--- config.mk ---
export PLATFORM = sky130hd
export DESIGN_NAME = ddrc_ctrl
export DESIGN_NICKNAME = d
export VERILOG_FILES = /design/src/core/ddrc_pkg.sv /design/src/core/ddrc_ck_gen.sv /design/src/core/ddrc_ctrl.sv /design/src/core/ddrc_timer.sv
export VERILOG_INCLUDE_DIRS = /design/src /design/src/core
export SDC_FILE = /design/constraint.sdc
export NUM_CORES = 1
export LEC_CHECK = 0
export ABC_CLOCK_PERIOD_IN_PS = 7300
export BUFFER_PORTS_ARGS = -buffer_cell sky130_fd_sc_hd__clkbuf_2
export CORE_MARGIN = 8
export CORE_UTILIZATION = 30
export DETAILED_ROUTE_END_ITERATION = 8
export PLACE_DENSITY_LB_ADDON = 0.15
export SLEW_MARGIN = 10
export SYNTH_ARGS = -nofsm -noshare
export SYNTH_HDL_FRONTEND = slang
export SYNTH_SLANG_ARGS = --single-unit
--- constraint.sdc ---
create_clock -name clk_in -period 7.3 [get_ports clk_in]
set_clock_uncertainty 0.15 [all_clocks]
set_input_delay 0.365 -clock clk_in [delete_from_list [all_inputs] [get_ports clk_in]]
set_output_delay 0.365 -clock clk_in [all_outputs]
set_load 0.02 [all_outputs]
--- src/core/ddrc_params.svh ---
// Timing and encoding constants for the DDR2 refresh and power-down controller
`ifndef DDRC_PARAMS_SVH
`define DDRC_PARAMS_SVH

// Controller clock and the derived memory clock
`define DDRC_CLK_NS 50
`define DDRC_CK_HALF 2
`define DDRC_TCK_NS (`DDRC_CLK_NS * 2 * `DDRC_CK_HALF)

// Minimum times round up to whole memory clocks
`define DDRC_CEIL_CK(ns) (((ns) + `DDRC_TCK_NS - 1) / `DDRC_TCK_NS)

`define DDRC_TRP_NS 15
`define DDRC_TRCD_NS 15
`define DDRC_TRC_NS 55
`define DDRC_TRFC_NS 105
`define DDRC_TWR_NS 15
`define DDRC_TREFI_NS 7800

`define DDRC_TRP_CK `DDRC_CEIL_CK(`DDRC_TRP_NS)
`define DDRC_TRCD_CK `DDRC_CEIL_CK(`DDRC_TRCD_NS)
`define DDRC_TRC_CK `DDRC_CEIL_CK(`DDRC_TRC_NS)
`define DDRC_TRFC_CK `DDRC_CEIL_CK(`DDRC_TRFC_NS)
`define DDRC_TWR_CK `DDRC_CEIL_CK(`DDRC_TWR_NS)
// Longest time: rounds down
`define DDRC_TREFI_CK (`DDRC_TREFI_NS / `DDRC_TCK_NS)

// Figures already given in memory clocks
`define DDRC_TXSRD_CK 200
`define DDRC_TCKE_CK 3
`define DDRC_TXP_CK 2
`define DDRC_TAOFD_CK 3
`define DDRC_WL_CK 2
`define DDRC_BL 4
`define DDRC_REF_POST_MAX 8
`define DDRC_REF_GAP_MULT 9

// Pin patterns {cs_n, ras_n, cas_n, we_n}
`define DDRC_PINS_NOP 4'h7
`define DDRC_PINS_ACT 4'h3
`define DDRC_PINS_WR 4'h4
`define DDRC_PINS_PRE 4'h2
`define DDRC_PINS_REF 4'h1
`define DDRC_A10_BIT 10

`endif

--- src/core/ddrc_pkg.sv ---
// Types shared by the DDR2 refresh and power-down controller
`default_nettype none
package ddrc_pkg;

    typedef enum logic [2:0] {
        CMD_NOP = 3'h0,
        CMD_ACT = 3'h1,
        CMD_WR = 3'h2,
        CMD_PRE = 3'h3,
        CMD_REF = 3'h4,
        CMD_SRE = 3'h5
    } ddrc_cmd_type;

    typedef enum logic [2:0] {
        ST_IDLE = 3'h0,
        ST_WAIT = 3'h1,
        ST_PD = 3'h2,
        ST_PD_EXIT = 3'h3,
        ST_SR = 3'h4,
        ST_SR_EXIT = 3'h5
    } ddrc_state_type;

endpackage : ddrc_pkg
`default_nettype wire

--- src/core/ddrc_ck_gen.sv ---
// Memory clock divider with a command tick after each falling edge
`default_nettype none
module ddrc_ck_gen #(
    parameter int unsigned HALF = 2
) (
    input wire logic clk_in,
    input wire logic sys_rst_in,
    output logic ck_out,
    output logic ck_n_out,
    output logic fall_tick_out
);
    logic [7:0] div_q;

    // Commands change one input clock after the fall, HALF - 1 input clocks before the rising edge samples them
    always_ff @(posedge clk_in) begin
        if (sys_rst_in) begin
            div_q <= 8'h00;
            ck_out <= 1'b0;
            ck_n_out <= 1'b1;
            fall_tick_out <= 1'b0;
        end else begin
            fall_tick_out <= 1'b0;
            if (div_q == 8'(HALF - 1)) begin
                div_q <= 8'h00;
                ck_out <= !ck_out;
                ck_n_out <= ck_out;
                fall_tick_out <= ck_out; // Was high, now falls
            end else begin
                div_q <= div_q + 8'h01;
            end
        end
    end
endmodule : ddrc_ck_gen
`default_nettype wire

--- src/core/ddrc_ctrl.sv ---
// DDR2 command sequencer for writes, refresh, self refresh and power-down
`include "ddrc_params.svh"
`default_nettype none
module ddrc_ctrl #(
    parameter int unsigned CK_HALF = `DDRC_CK_HALF
) (
    input wire logic clk_in,
    input wire logic sys_rst_in,
    input wire logic act_req_in,
    input wire logic [1:0] act_bank_in,
    input wire logic [13:0] act_row_in,
    input wire logic wr_req_in,
    input wire logic [1:0] wr_bank_in,
    input wire logic [9:0] wr_col_in,
    input wire logic wr_ap_in,
    input wire logic odt_en_in,
    input wire logic pd_req_in,
    input wire logic sr_req_in,
    output logic ck_out,
    output logic ck_n_out,
    output logic cke_out,
    output logic cs_n_out,
    output logic ras_n_out,
    output logic cas_n_out,
    output logic we_n_out,
    output logic odt_out,
    output logic [1:0] ba_out,
    output logic [13:0] addr_out,
    output logic ack_out,
    output logic ready_out,
    output logic pd_out,
    output logic sr_out
);
    localparam int TRFC_CK = `DDRC_TRFC_CK;
    localparam int TCKE_CK = `DDRC_TCKE_CK;
    localparam int TAOFD_CK = `DDRC_TAOFD_CK;
    localparam int GAP_MAX = `DDRC_REF_GAP_MULT * `DDRC_TREFI_CK;
    localparam int WR_BASE = `DDRC_WL_CK + `DDRC_BL / 2 + `DDRC_TWR_CK;
    localparam int PDX_CK = (`DDRC_TXP_CK > `DDRC_TCKE_CK) ? `DDRC_TXP_CK : `DDRC_TCKE_CK;

    ddrc_pkg::ddrc_state_type state_q, state_d;
    ddrc_pkg::ddrc_cmd_type cmd_d;
    logic tick;
    logic tmr_load;
    logic [7:0] tmr_val;
    logic tmr_done;
    logic cke_d;
    logic [1:0] ba_d;
    logic [13:0] addr_d;
    logic ack_d;
    logic [3:0] open_q;
    logic [7:0] bank_rc_q [4];
    logic [7:0] refi_q;
    logic [3:0] owed_q;
    logic need_ref_q;
    logic [7:0] cke_hi_q;
    logic [7:0] cke_lo_q;
    logic [7:0] odt_lo_q;
    logic [9:0] since_ref_q;
    logic odt_block;

    // Saturating count of ticks
    function automatic logic [7:0] sat_inc(input logic [7:0] v);
        sat_inc = (v == 8'hFF) ? v : v + 8'h01;
    endfunction : sat_inc

    // Command to {cs_n, ras_n, cas_n, we_n}
    function automatic logic [3:0] cmd_pins(input ddrc_pkg::ddrc_cmd_type c);
        case (c)
            ddrc_pkg::CMD_ACT: cmd_pins = `DDRC_PINS_ACT;
            ddrc_pkg::CMD_WR: cmd_pins = `DDRC_PINS_WR;
            ddrc_pkg::CMD_PRE: cmd_pins = `DDRC_PINS_PRE;
            ddrc_pkg::CMD_REF: cmd_pins = `DDRC_PINS_REF;
            ddrc_pkg::CMD_SRE: cmd_pins = `DDRC_PINS_REF;
            default: cmd_pins = `DDRC_PINS_NOP;
        endcase
    endfunction : cmd_pins

    // clock kept running
    // Clock never stops, which trades a little self refresh power for simpler exit
    ddrc_ck_gen #(.HALF(CK_HALF)) u_ck (
        .clk_in(clk_in),
        .sys_rst_in(sys_rst_in),
        .ck_out(ck_out),
        .ck_n_out(ck_n_out),
        .fall_tick_out(tick)
    );

    ddrc_timer #(.W(8)) u_wait (
        .clk_in(clk_in),
        .sys_rst_in(sys_rst_in),
        .tick_in(tick),
        .load_in(tmr_load),
        .value_in(tmr_val),
        .done_out(tmr_done)
    );

    // Next command, state and wait; refresh has first claim in idle
    always_comb begin
        state_d = state_q;
        cmd_d = ddrc_pkg::CMD_NOP;
        cke_d = cke_out;
        tmr_load = 1'b0;
        tmr_val = 8'h00;
        ba_d = ba_out;
        addr_d = addr_out;
        ack_d = 1'b0;
        case (state_q)
            ddrc_pkg::ST_IDLE: begin
                if (owed_q != 4'h0 || need_ref_q || (sr_req_in && open_q != 4'h0)) begin
                    if (open_q != 4'h0) begin
                        cmd_d = ddrc_pkg::CMD_PRE;
                        addr_d = 14'h0000;
                        addr_d[`DDRC_A10_BIT] = 1'b1;
                        tmr_load = 1'b1;
                        tmr_val = 8'(`DDRC_TRP_CK);
                        state_d = ddrc_pkg::ST_WAIT;
                    end else begin
                        cmd_d = ddrc_pkg::CMD_REF;
                        tmr_load = 1'b1;
                        tmr_val = 8'(`DDRC_TRFC_CK);
                        state_d = ddrc_pkg::ST_WAIT;
                    end
                end else if (sr_req_in) begin
                    if (odt_lo_q >= 8'(TAOFD_CK) && !odt_out && cke_hi_q >= 8'(TCKE_CK - 1)) begin
                        cmd_d = ddrc_pkg::CMD_SRE;
                        cke_d = 1'b0;
                        tmr_load = 1'b1;
                        tmr_val = 8'(`DDRC_TCKE_CK);
                        state_d = ddrc_pkg::ST_SR;
                    end
                end else if (pd_req_in) begin
                    if (cke_hi_q >= 8'(TCKE_CK - 1)) begin
                        cke_d = 1'b0;
                        tmr_load = 1'b1;
                        tmr_val = 8'(`DDRC_TCKE_CK);
                        state_d = ddrc_pkg::ST_PD;
                    end
                end else if (act_req_in && !open_q[act_bank_in] && bank_rc_q[act_bank_in] == 8'h00) begin
                    cmd_d = ddrc_pkg::CMD_ACT;
                    ba_d = act_bank_in;
                    addr_d = act_row_in;
                    ack_d = 1'b1;
                    tmr_load = 1'b1;
                    tmr_val = 8'(`DDRC_TRCD_CK);
                    state_d = ddrc_pkg::ST_WAIT;
                end else if (wr_req_in && open_q[wr_bank_in]) begin
                    // A10 selects auto-precharge; wait covers tWR, plus tRP only with auto-precharge
                    cmd_d = ddrc_pkg::CMD_WR;
                    ba_d = wr_bank_in;
                    addr_d = {3'h0, wr_ap_in, wr_col_in};
                    ack_d = 1'b1;
                    tmr_load = 1'b1;
                    tmr_val = wr_ap_in ? 8'(WR_BASE + `DDRC_TRP_CK) : 8'(WR_BASE);
                    state_d = ddrc_pkg::ST_WAIT;
                end
            end
            ddrc_pkg::ST_WAIT: begin
                if (tmr_done) begin
                    state_d = ddrc_pkg::ST_IDLE;
                end
            end
            ddrc_pkg::ST_PD: begin
                // low for tCKE; leave as soon as a refresh is owed
                if (tmr_done && (!pd_req_in || owed_q != 4'h0)) begin
                    cke_d = 1'b1;
                    tmr_load = 1'b1;
                    tmr_val = 8'(PDX_CK);
                    state_d = ddrc_pkg::ST_PD_EXIT;
                end
            end
            ddrc_pkg::ST_PD_EXIT: begin
                if (tmr_done) begin
                    state_d = ddrc_pkg::ST_IDLE;
                end
            end
            ddrc_pkg::ST_SR: begin
                if (tmr_done && !sr_req_in) begin
                    cke_d = 1'b1;
                    tmr_load = 1'b1;
                    tmr_val = 8'(`DDRC_TXSRD_CK);
                    state_d = ddrc_pkg::ST_SR_EXIT;
                end
            end
            ddrc_pkg::ST_SR_EXIT: begin
                // NOPs for the full read exit delay
                if (tmr_done) begin
                    state_d = ddrc_pkg::ST_IDLE;
                end
            end
            default: begin
                state_d = ddrc_pkg::ST_IDLE;
            end
        endcase
    end

    // Pins change only on the tick after a falling clock edge
    always_ff @(posedge clk_in) begin
        if (sys_rst_in) begin
            state_q <= ddrc_pkg::ST_IDLE;
            cke_out <= 1'b1;
            {cs_n_out, ras_n_out, cas_n_out, we_n_out} <= `DDRC_PINS_NOP;
            ba_out <= 2'h0;
            addr_out <= 14'h0000;
            ack_out <= 1'b0;
        end else begin
            ack_out <= 1'b0;
            if (tick) begin
                state_q <= state_d;
                cke_out <= cke_d;
                {cs_n_out, ras_n_out, cas_n_out, we_n_out} <= cmd_pins(cmd_d);
                ba_out <= ba_d;
                addr_out <= addr_d;
                ack_out <= ack_d;
            end
        end
    end

    // Status flags for the user side
    always_ff @(posedge clk_in) begin
        if (sys_rst_in) begin
            ready_out <= 1'b0;
            pd_out <= 1'b0;
            sr_out <= 1'b0;
        end else begin
            ready_out <= (state_q == ddrc_pkg::ST_IDLE);
            pd_out <= (state_q == ddrc_pkg::ST_PD);
            sr_out <= (state_q == ddrc_pkg::ST_SR);
        end
    end

    // termination held off around self refresh
    assign odt_block = sr_req_in || state_q == ddrc_pkg::ST_SR || state_q == ddrc_pkg::ST_SR_EXIT;
    always_ff @(posedge clk_in) begin
        if (sys_rst_in) begin
            odt_out <= 1'b0;
        end else if (tick) begin
            odt_out <= odt_en_in && !odt_block;
        end
    end

    // Open-row map and per-bank row cycle timers
    always_ff @(posedge clk_in) begin
        if (sys_rst_in) begin
            open_q <= 4'h0;
            for (int i = 0; i < 4; i++) begin
                bank_rc_q[i] <= 8'h00;
            end
        end else if (tick) begin
            for (int i = 0; i < 4; i++) begin
                if (bank_rc_q[i] != 8'h00) begin
                    bank_rc_q[i] <= bank_rc_q[i] - 8'h01;
                end
            end
            if (cmd_d == ddrc_pkg::CMD_ACT) begin
                open_q[act_bank_in] <= 1'b1;
                bank_rc_q[act_bank_in] <= 8'(`DDRC_TRC_CK);
            end else if (cmd_d == ddrc_pkg::CMD_PRE) begin
                open_q <= 4'h0;
            end else if (cmd_d == ddrc_pkg::CMD_WR && wr_ap_in) begin
                open_q[wr_bank_in] <= 1'b0;
            end
        end
    end

    // refresh debt; self refresh clears it and restarts the interval from zero
    always_ff @(posedge clk_in) begin
        if (sys_rst_in) begin
            refi_q <= 8'h00;
            owed_q <= 4'h0;
        end else if (tick) begin
            if (cmd_d == ddrc_pkg::CMD_SRE || state_q == ddrc_pkg::ST_SR || state_q == ddrc_pkg::ST_SR_EXIT) begin
                refi_q <= 8'h00;
                owed_q <= 4'h0;
            end else if (refi_q == 8'(`DDRC_TREFI_CK - 1)) begin
                refi_q <= 8'h00;
                // Refresh issued in the same tick cancels the new debt
                if (cmd_d != ddrc_pkg::CMD_REF && owed_q != 4'(`DDRC_REF_POST_MAX)) begin
                    owed_q <= owed_q + 4'h1;
                end
            end else begin
                refi_q <= refi_q + 8'h01;
                if (cmd_d == ddrc_pkg::CMD_REF && owed_q != 4'h0) begin
                    owed_q <= owed_q - 4'h1;
                end
            end
        end
    end

    // one extra refresh owed after each self refresh exit
    always_ff @(posedge clk_in) begin
        if (sys_rst_in) begin
            need_ref_q <= 1'b0;
        end else if (tick) begin
            if (state_q == ddrc_pkg::ST_SR && state_d == ddrc_pkg::ST_SR_EXIT) begin
                need_ref_q <= 1'b1;
            end else if (cmd_d == ddrc_pkg::CMD_REF) begin
                need_ref_q <= 1'b0;
            end
        end
    end

    // Dwell counters for CKE levels, ODT off time and refresh spacing
    always_ff @(posedge clk_in) begin
        if (sys_rst_in) begin
            cke_hi_q <= 8'hFF;
            cke_lo_q <= 8'h00;
            odt_lo_q <= 8'hFF;
            since_ref_q <= 10'h000;
        end else if (tick) begin
            cke_hi_q <= cke_out ? sat_inc(cke_hi_q) : 8'h00;
            cke_lo_q <= cke_out ? 8'h00 : sat_inc(cke_lo_q);
            odt_lo_q <= odt_out ? 8'h00 : sat_inc(odt_lo_q);
            // Memory refreshes itself while in self refresh, so the gap restarts there
            if (cmd_d == ddrc_pkg::CMD_REF || cmd_d == ddrc_pkg::CMD_SRE ||
                    state_q == ddrc_pkg::ST_SR || state_q == ddrc_pkg::ST_SR_EXIT) begin
                since_ref_q <= 10'h000;
            end else if (since_ref_q != 10'h3FF) begin
                since_ref_q <= since_ref_q + 10'h001;
            end
        end
    end
endmodule : ddrc_ctrl
`default_nettype wire

--- src/core/ddrc_timer.sv ---
// Down counter of memory clock ticks
`default_nettype none
module ddrc_timer #(
    parameter int unsigned W = 8
) (
    input wire logic clk_in,
    input wire logic sys_rst_in,
    input wire logic tick_in,
    input wire logic load_in,
    input wire logic [W-1:0] value_in,
    output logic done_out
);
    logic [W-1:0] count_q;

    // Done after value_in ticks from the loading tick
    always_ff @(posedge clk_in) begin
        if (sys_rst_in) begin
            count_q <= '0;
        end else if (tick_in) begin
            if (load_in) begin
                count_q <= value_in;
            end else if (count_q != '0) begin
                count_q <= count_q - W'(1);
            end
        end
    end

    assign done_out = (count_q == '0);
endmodule : ddrc_timer
`default_nettype wire

## Word-level counts from Yosys, hierarchy flattened

Memories as Yosys holds them, arrays and structs flattened.
Cells that the tools add are included.

| storage, ports and cells | value |
|---|---|
| input port bits | 36 |
| memories kept | 1 |
| output and inout port bits | 28 |
| register bits | 81 |
| RAM bits | 32 |
| word-level logic and storage cells | 251 |

| operators by class | value |
|---|---|
| add/subtract/negate cells | 11 |
| bitwise operators | 13 |
| multiplexer cells | 108 |
| equality and inequality tests | 29 |
| magnitude comparators | 6 |
| reductions and logical operators | 59 |

Memory list:

| name | depth | width | read ports | clocked after Yosys merged registers in | wr ports | line | RTL |
|---|---|---|---|---|---|---|---|
| bank_rc_q | 4 | 8 | 5 | 0 | 5 | ddrc_ctrl.sv:52 | `logic [7:0] bank_rc_q [4];` |

Operator list:

| cell | number |
|---|---|
| 8-bit two-way mux | 16 |
| 14-bit two-way mux | 6 |
| 3-bit two-way mux | 17 |
| 1-bit two-way mux | 44 |
| 8-bit nonzero test | 5 |
| 8-bit by 1-bit subtractor with 8-bit output, second input constant | 5 |
| 8-bit by 1-bit adder with 8-bit output, second input constant | 4 |
| 4-bit two-way mux | 7 |
| 3-bit one-hot mux with 4 select lines | 2 |
| 8-bit one-hot mux with 3 select lines | 1 |
| 2-bit two-way mux | 9 |
| 8-bit equality test, second input constant | 2 |
| 8-bit by 2-bit >= comparator with 1-bit output, second input constant | 2 |
| 8-bit zero test | 2 |
| 3-bit equality test, second input constant | 5 |
| 1-bit logical AND | 15 |
| 3-bit by 2-bit equality test with 1-bit output, second input constant | 4 |
| 2-bit != test, second input constant | 6 |
| 3-bit != test, second input constant | 4 |
| 6-bit AND reduction | 2 |
| 3-bit nonzero test | 4 |
| 2-bit AND reduction | 5 |
| 8-bit by 1-bit equality test with 1-bit output, second input constant | 1 |
| 8-bit by 6-bit equality test with 1-bit output, second input constant | 1 |
| 26 further kinds | 57 |

## Depth between registers and ports, before layout

| depth | value |
|---|---|
| word-level depth | 15 |
| gate-level depth with buffers | 11 |
| depth with buffers taken out | 11 |

## Hierarchy

From an unflattened synthesis, not the netlist that was laid out.

| second synthesis, totals | value |
|---|---|
| cells, all modules | 742 |
| area total of the unflattened synthesis | 6063.3 um^2 |

By module, submodules not included:

| module | times used | cells each | area each (um^2) | seq. area each (um^2) |
|---|---|---|---|---|
| ddrc_ctrl | 1 | 619 | 5073.6 | 1861.8 |
| ddrc_timer | 1 | 73 | 531.8 | 160.2 |
| ddrc_ck_gen | 1 | 50 | 457.9 | 220.2 |

## Worst setup path after synthesis

Ideal clock, no wire load.

| timing path | value |
|---|---|
| path kind | reg2reg |
| from | reg owed_q[0] |
| to | mem bank_rc_q[0][4] |
| path slack | 4.373 ns |
| arrival | 2.645 ns |
| path buffers | 2 |
| period minus slack after synthesis | 2.927 ns |
| setup time | 0.132 ns |
| required time | 7.018 ns |
| stages on the path, launching flop included | 10 |
| cell sequence | dfxtp_1 > or4_1 > buf_2 > a211oi_4 > o21ai_2 > or3b_4 > a2111oi_4 > nor2b_1 > buf_4 > nor3_1 |

RTL lines:

| element | line | RTL |
|---|---|---|
| from (decl) | ddrc_ctrl.sv:54 | `logic [3:0] owed_q;` |
| from (signal assigned) | ddrc_ctrl.sv:279 | `owed_q <= owed_q + 4'h1;` |
| from (signal assigned) | ddrc_ctrl.sv:284 | `owed_q <= owed_q - 4'h1;` |
| to (decl) | ddrc_ctrl.sv:52 |  |

==> metrics.md <==
| Metric | Value |
|---|---|
| Seq. cell area | 2240 um^2 |
| Most common library cells after synthesis | dfxtp_1 (112), nor2_1 (81), nand2_1 (57), nand3_1 (39) |
| CP Capture Type | flip-flop |
| Post-synth EDFFs | 0 |
| Die Ht | 157 um |
| CTS H-tree depth | 3 |
| CP startpoint | bank_rc_q[2][2] |
| Seq pwr share | 50.0% |
| I/O pin cnt | 64 |
| Post-Synthesis Cells | 712 |
| Leakage Power | 2.69 nW |
| Hold Crit Start | act_row_in[13] |
| Number of synthesized register bits | 112 |
| Largest net degree at the start of global routing | 66 |
| Dominant synthesized flop cell | dfxtp_1 |
| Num rows | 51 |
| PortBufs | 62 |
| Mapped Avg Cell Area | 8.35 um^2 |
| Final setup vio count | 0 |
| Post-route ant nets | 0 |
| Worst path required time | 7.36 ns |
| Synth top area cells | dfxtp_1 (38%), nor2_1 (5.1%), ha_1 (4.0%), xnor2_1 (3.8%), nand2_1 (3.6%) |
| Share of the synthesized area in the top cell type | 37.7% |
| Clock power share | 37.7% |
| Worst-Skew Late Latency | 0.36 ns |
| Pwr per Cell Area | 186 nW/um^2 |
| Share of synthesized registers carrying an async set or reset | 0% |
| Via density | 5.14 |
| Area growth, synth to finish | 14.1% |
| Final net count | 817 |
| N_diodes | 0 |
| Post-synthesis cell type count | 71 |
| Core area | 19500 um^2 |
| Most frequent cell after synthesis | dfxtp_1 |
| CP Max Fanout | 22 |
| # clock sinks | 112 |
| Sw frac | 27.6% |
| Sequential share of the synthesized area | 37.7% |
| Post-CTS Setup Bufs | 0 |
| Syn Nets | 768 |
| Multi-input gate area | 3460 um^2 |
| Max incr delay on CP | 0.73 ns |
| Wire length of the first global-routing pass | 26300 um |
| Root Buffer | clkbuf_16 |
| Placed wire-length estimate | 11400 um |
| Yosys top cell by area | dfxtp_1 |
| Comb pwr share | 12.3% |
| Hold path cells | 3 |
| DR pass1 iterations | 4 |
| Kind of critical path | reg -> reg |
| Synth Warn # | 0 |
| WP data arrival | 4.13 ns |
| Cell mode on critical path | or4_1 |
| Wirelength, routed | 15800 um |
| Hold Crit Class | in -> reg |
| Max_cap viols | 0 |
| Setup TNS | 0 ns |
| CTS tree | built |
| VDD IR max | 98.1 uV |
| Worst-margin pin slew | 1.12 ns |
| Critical path launch point type | flip-flop |
| Minimum clock period | 4.07 ns |
| Slew HR | 24.9% |
| Final Hold Violating Endpoints | 0 |
| Worst-case reg-to-reg path depth | 7 |
| Final worst path period share | 55.7% |
| Max-slew violation count | 0 |
| Clock Path Buffers | 2 |
| Initial core utilization | 30.5% |
| GPL Wtd Cong | 0.804 |
| Vias post-DR | 5295 |
| Die area | 24600 um^2 |
| Clk slew on worst S/H paths | 0.08 ns |
| DRC viols | 0 |
| Status | complete, no violations |
| PostCTS Resize Cnt | 0 |
| Core Util, Final | 34.9% |
| Initial antenna violation count | 0 |
| Vias in the first global route | 5174 |
| Fmax | 246 MHz |
| Iteration-0 DRC Markers | 312 |
| Share of cells above drive strength 1 | 13.3% |
| CTS Hold Bufs | 0 |
| Reg2reg start | bank_rc_q[2][2] |
| Switching power | 348 uW |
| Filler Cell Count | 2021 |
| Tot GR Track Use | 13.1% |
| Internal power | 911 uW |
| Routed WL per cell | 15.3 um |
| CP max-delay cell | nand2_1 |
| RSZ-0062 raised after global routing | no |
| Critical path cell sequence | or4_1 -> or4_1 -> a32oi_1 -> nand2_1 -> a2111oi_4 -> nor2b_1 -> nor3_1 |
| Die W | 157 um |
| Post-Synthesis Cell Area | 5940 um^2 |
| Num CTS Buffers | 9 |
| Total gr overflow | 0 |
[area by class of cell]
type | count | area share (%)
clock inverter | 6 | 0.738
timing repair buffer | 69 | 5.35
multi-input combinational | 539 | 50.9
clock buffer | 10 | 3.37
sequential | 112 | 33.0
tap | 265 | 4.89
inverter | 30 | 1.66
[power by group through the flow]
stage / logic [mW] / clock network [mW] / registers, mW
after CTS: 0.155 / 0.495 / 0.630
after floorplan: 0.105 / 0 / 0.646
after global routing: 0.172 / 0.522 / 0.632
after global placement: 0.154 / 0 / 0.644
after detailed placement: 0.154 / 0 / 0.645
final: 0.155 / 0.474 / 0.630
[per-stage QoR]
stage / hold WS (ns) / instance area [um^2] / setup WS [ns] / total power, mW / cells
after floorplan: 0.303 / 5940 / 4.37 / 0.751 / 712
after global placement: 0.307 / 6510 / 3.44 / 0.798 / 1015
after detailed placement: 0.308 / 6510 / 3.30 / 0.799 / 1015
after CTS: 0.0904 / 6790 / 3.28 / 1.28 / 1031
after global routing: 0.100 / 6790 / 2.96 / 1.33 / 1031
final: 0.101 / 6790 / 3.23 / 1.26 / 1031
[logic make-up after synthesis]
family / after synthesis / synth area share, %
buffers and inverters: 61 / 4.13
adders and majority gates: 20 / 4.34
xor gates and xnor gates: 49 / 7.22
other: 1 / 0.0631
DFF: 112 / 37.7
and+or+nand+nor: 295 / 24.6
muxes: 17 / 3.12
AOI/OAI and AO/OA: 157 / 18.9
[path summary, 6_finish.rpt]
kind              slack, ns              end
setup / recovery       3.23  bank_rc_q[0][1]
hold reg to reg        0.33      addr_out[4]
setup reg to reg       3.23  bank_rc_q[0][1]
hold / removal         0.10     addr_out[13]
[layer usage]
metal | vias up | GRT usage (%) | wire (um) | share of wire [%]
li1 | 2682 | - | - | -
met1 | 2535 | 16.5 | 7330 | 46
met2 | 65 | 22.3 | 7870 | 50
met3 | 13 | 2.51 | 398 | 2.5
met4 | 0 | 3.94 | 224 | 1.4
met5 | - | 0 | 0 | 0
[critical path: cells and delay by family (launching register included)]
family	cells	cell delay, ns
AOI/OAI and AO/OA	2	0.94
DFF	1	0.35
and+or+nand+nor	5	2.49
[cells in the final DEF, fill, tap and decap left out, drive strengths merged, types with 23 or more instances in the layout]
cell type,count
dfxtp,112
nor2,81
clkbuf,72
nand2,57
nand3,40
a21oi,35
nor3,35
inv,32
o21ai,31
xnor2,26
xor2,23
[sequential cells by signal, indices dropped and copies added, names as in the netlist, 2 cells and up]
signal and count:
open_q 4, bank_rc_q 32, state_q 3, addr_out 14
owed_q 4, cke_hi_q 8, u_wait.count_q 8, odt_lo_q 8
ba_out 2, refi_q 8, u_ck.div_q 8
Power figures use the tool's default switching activity.
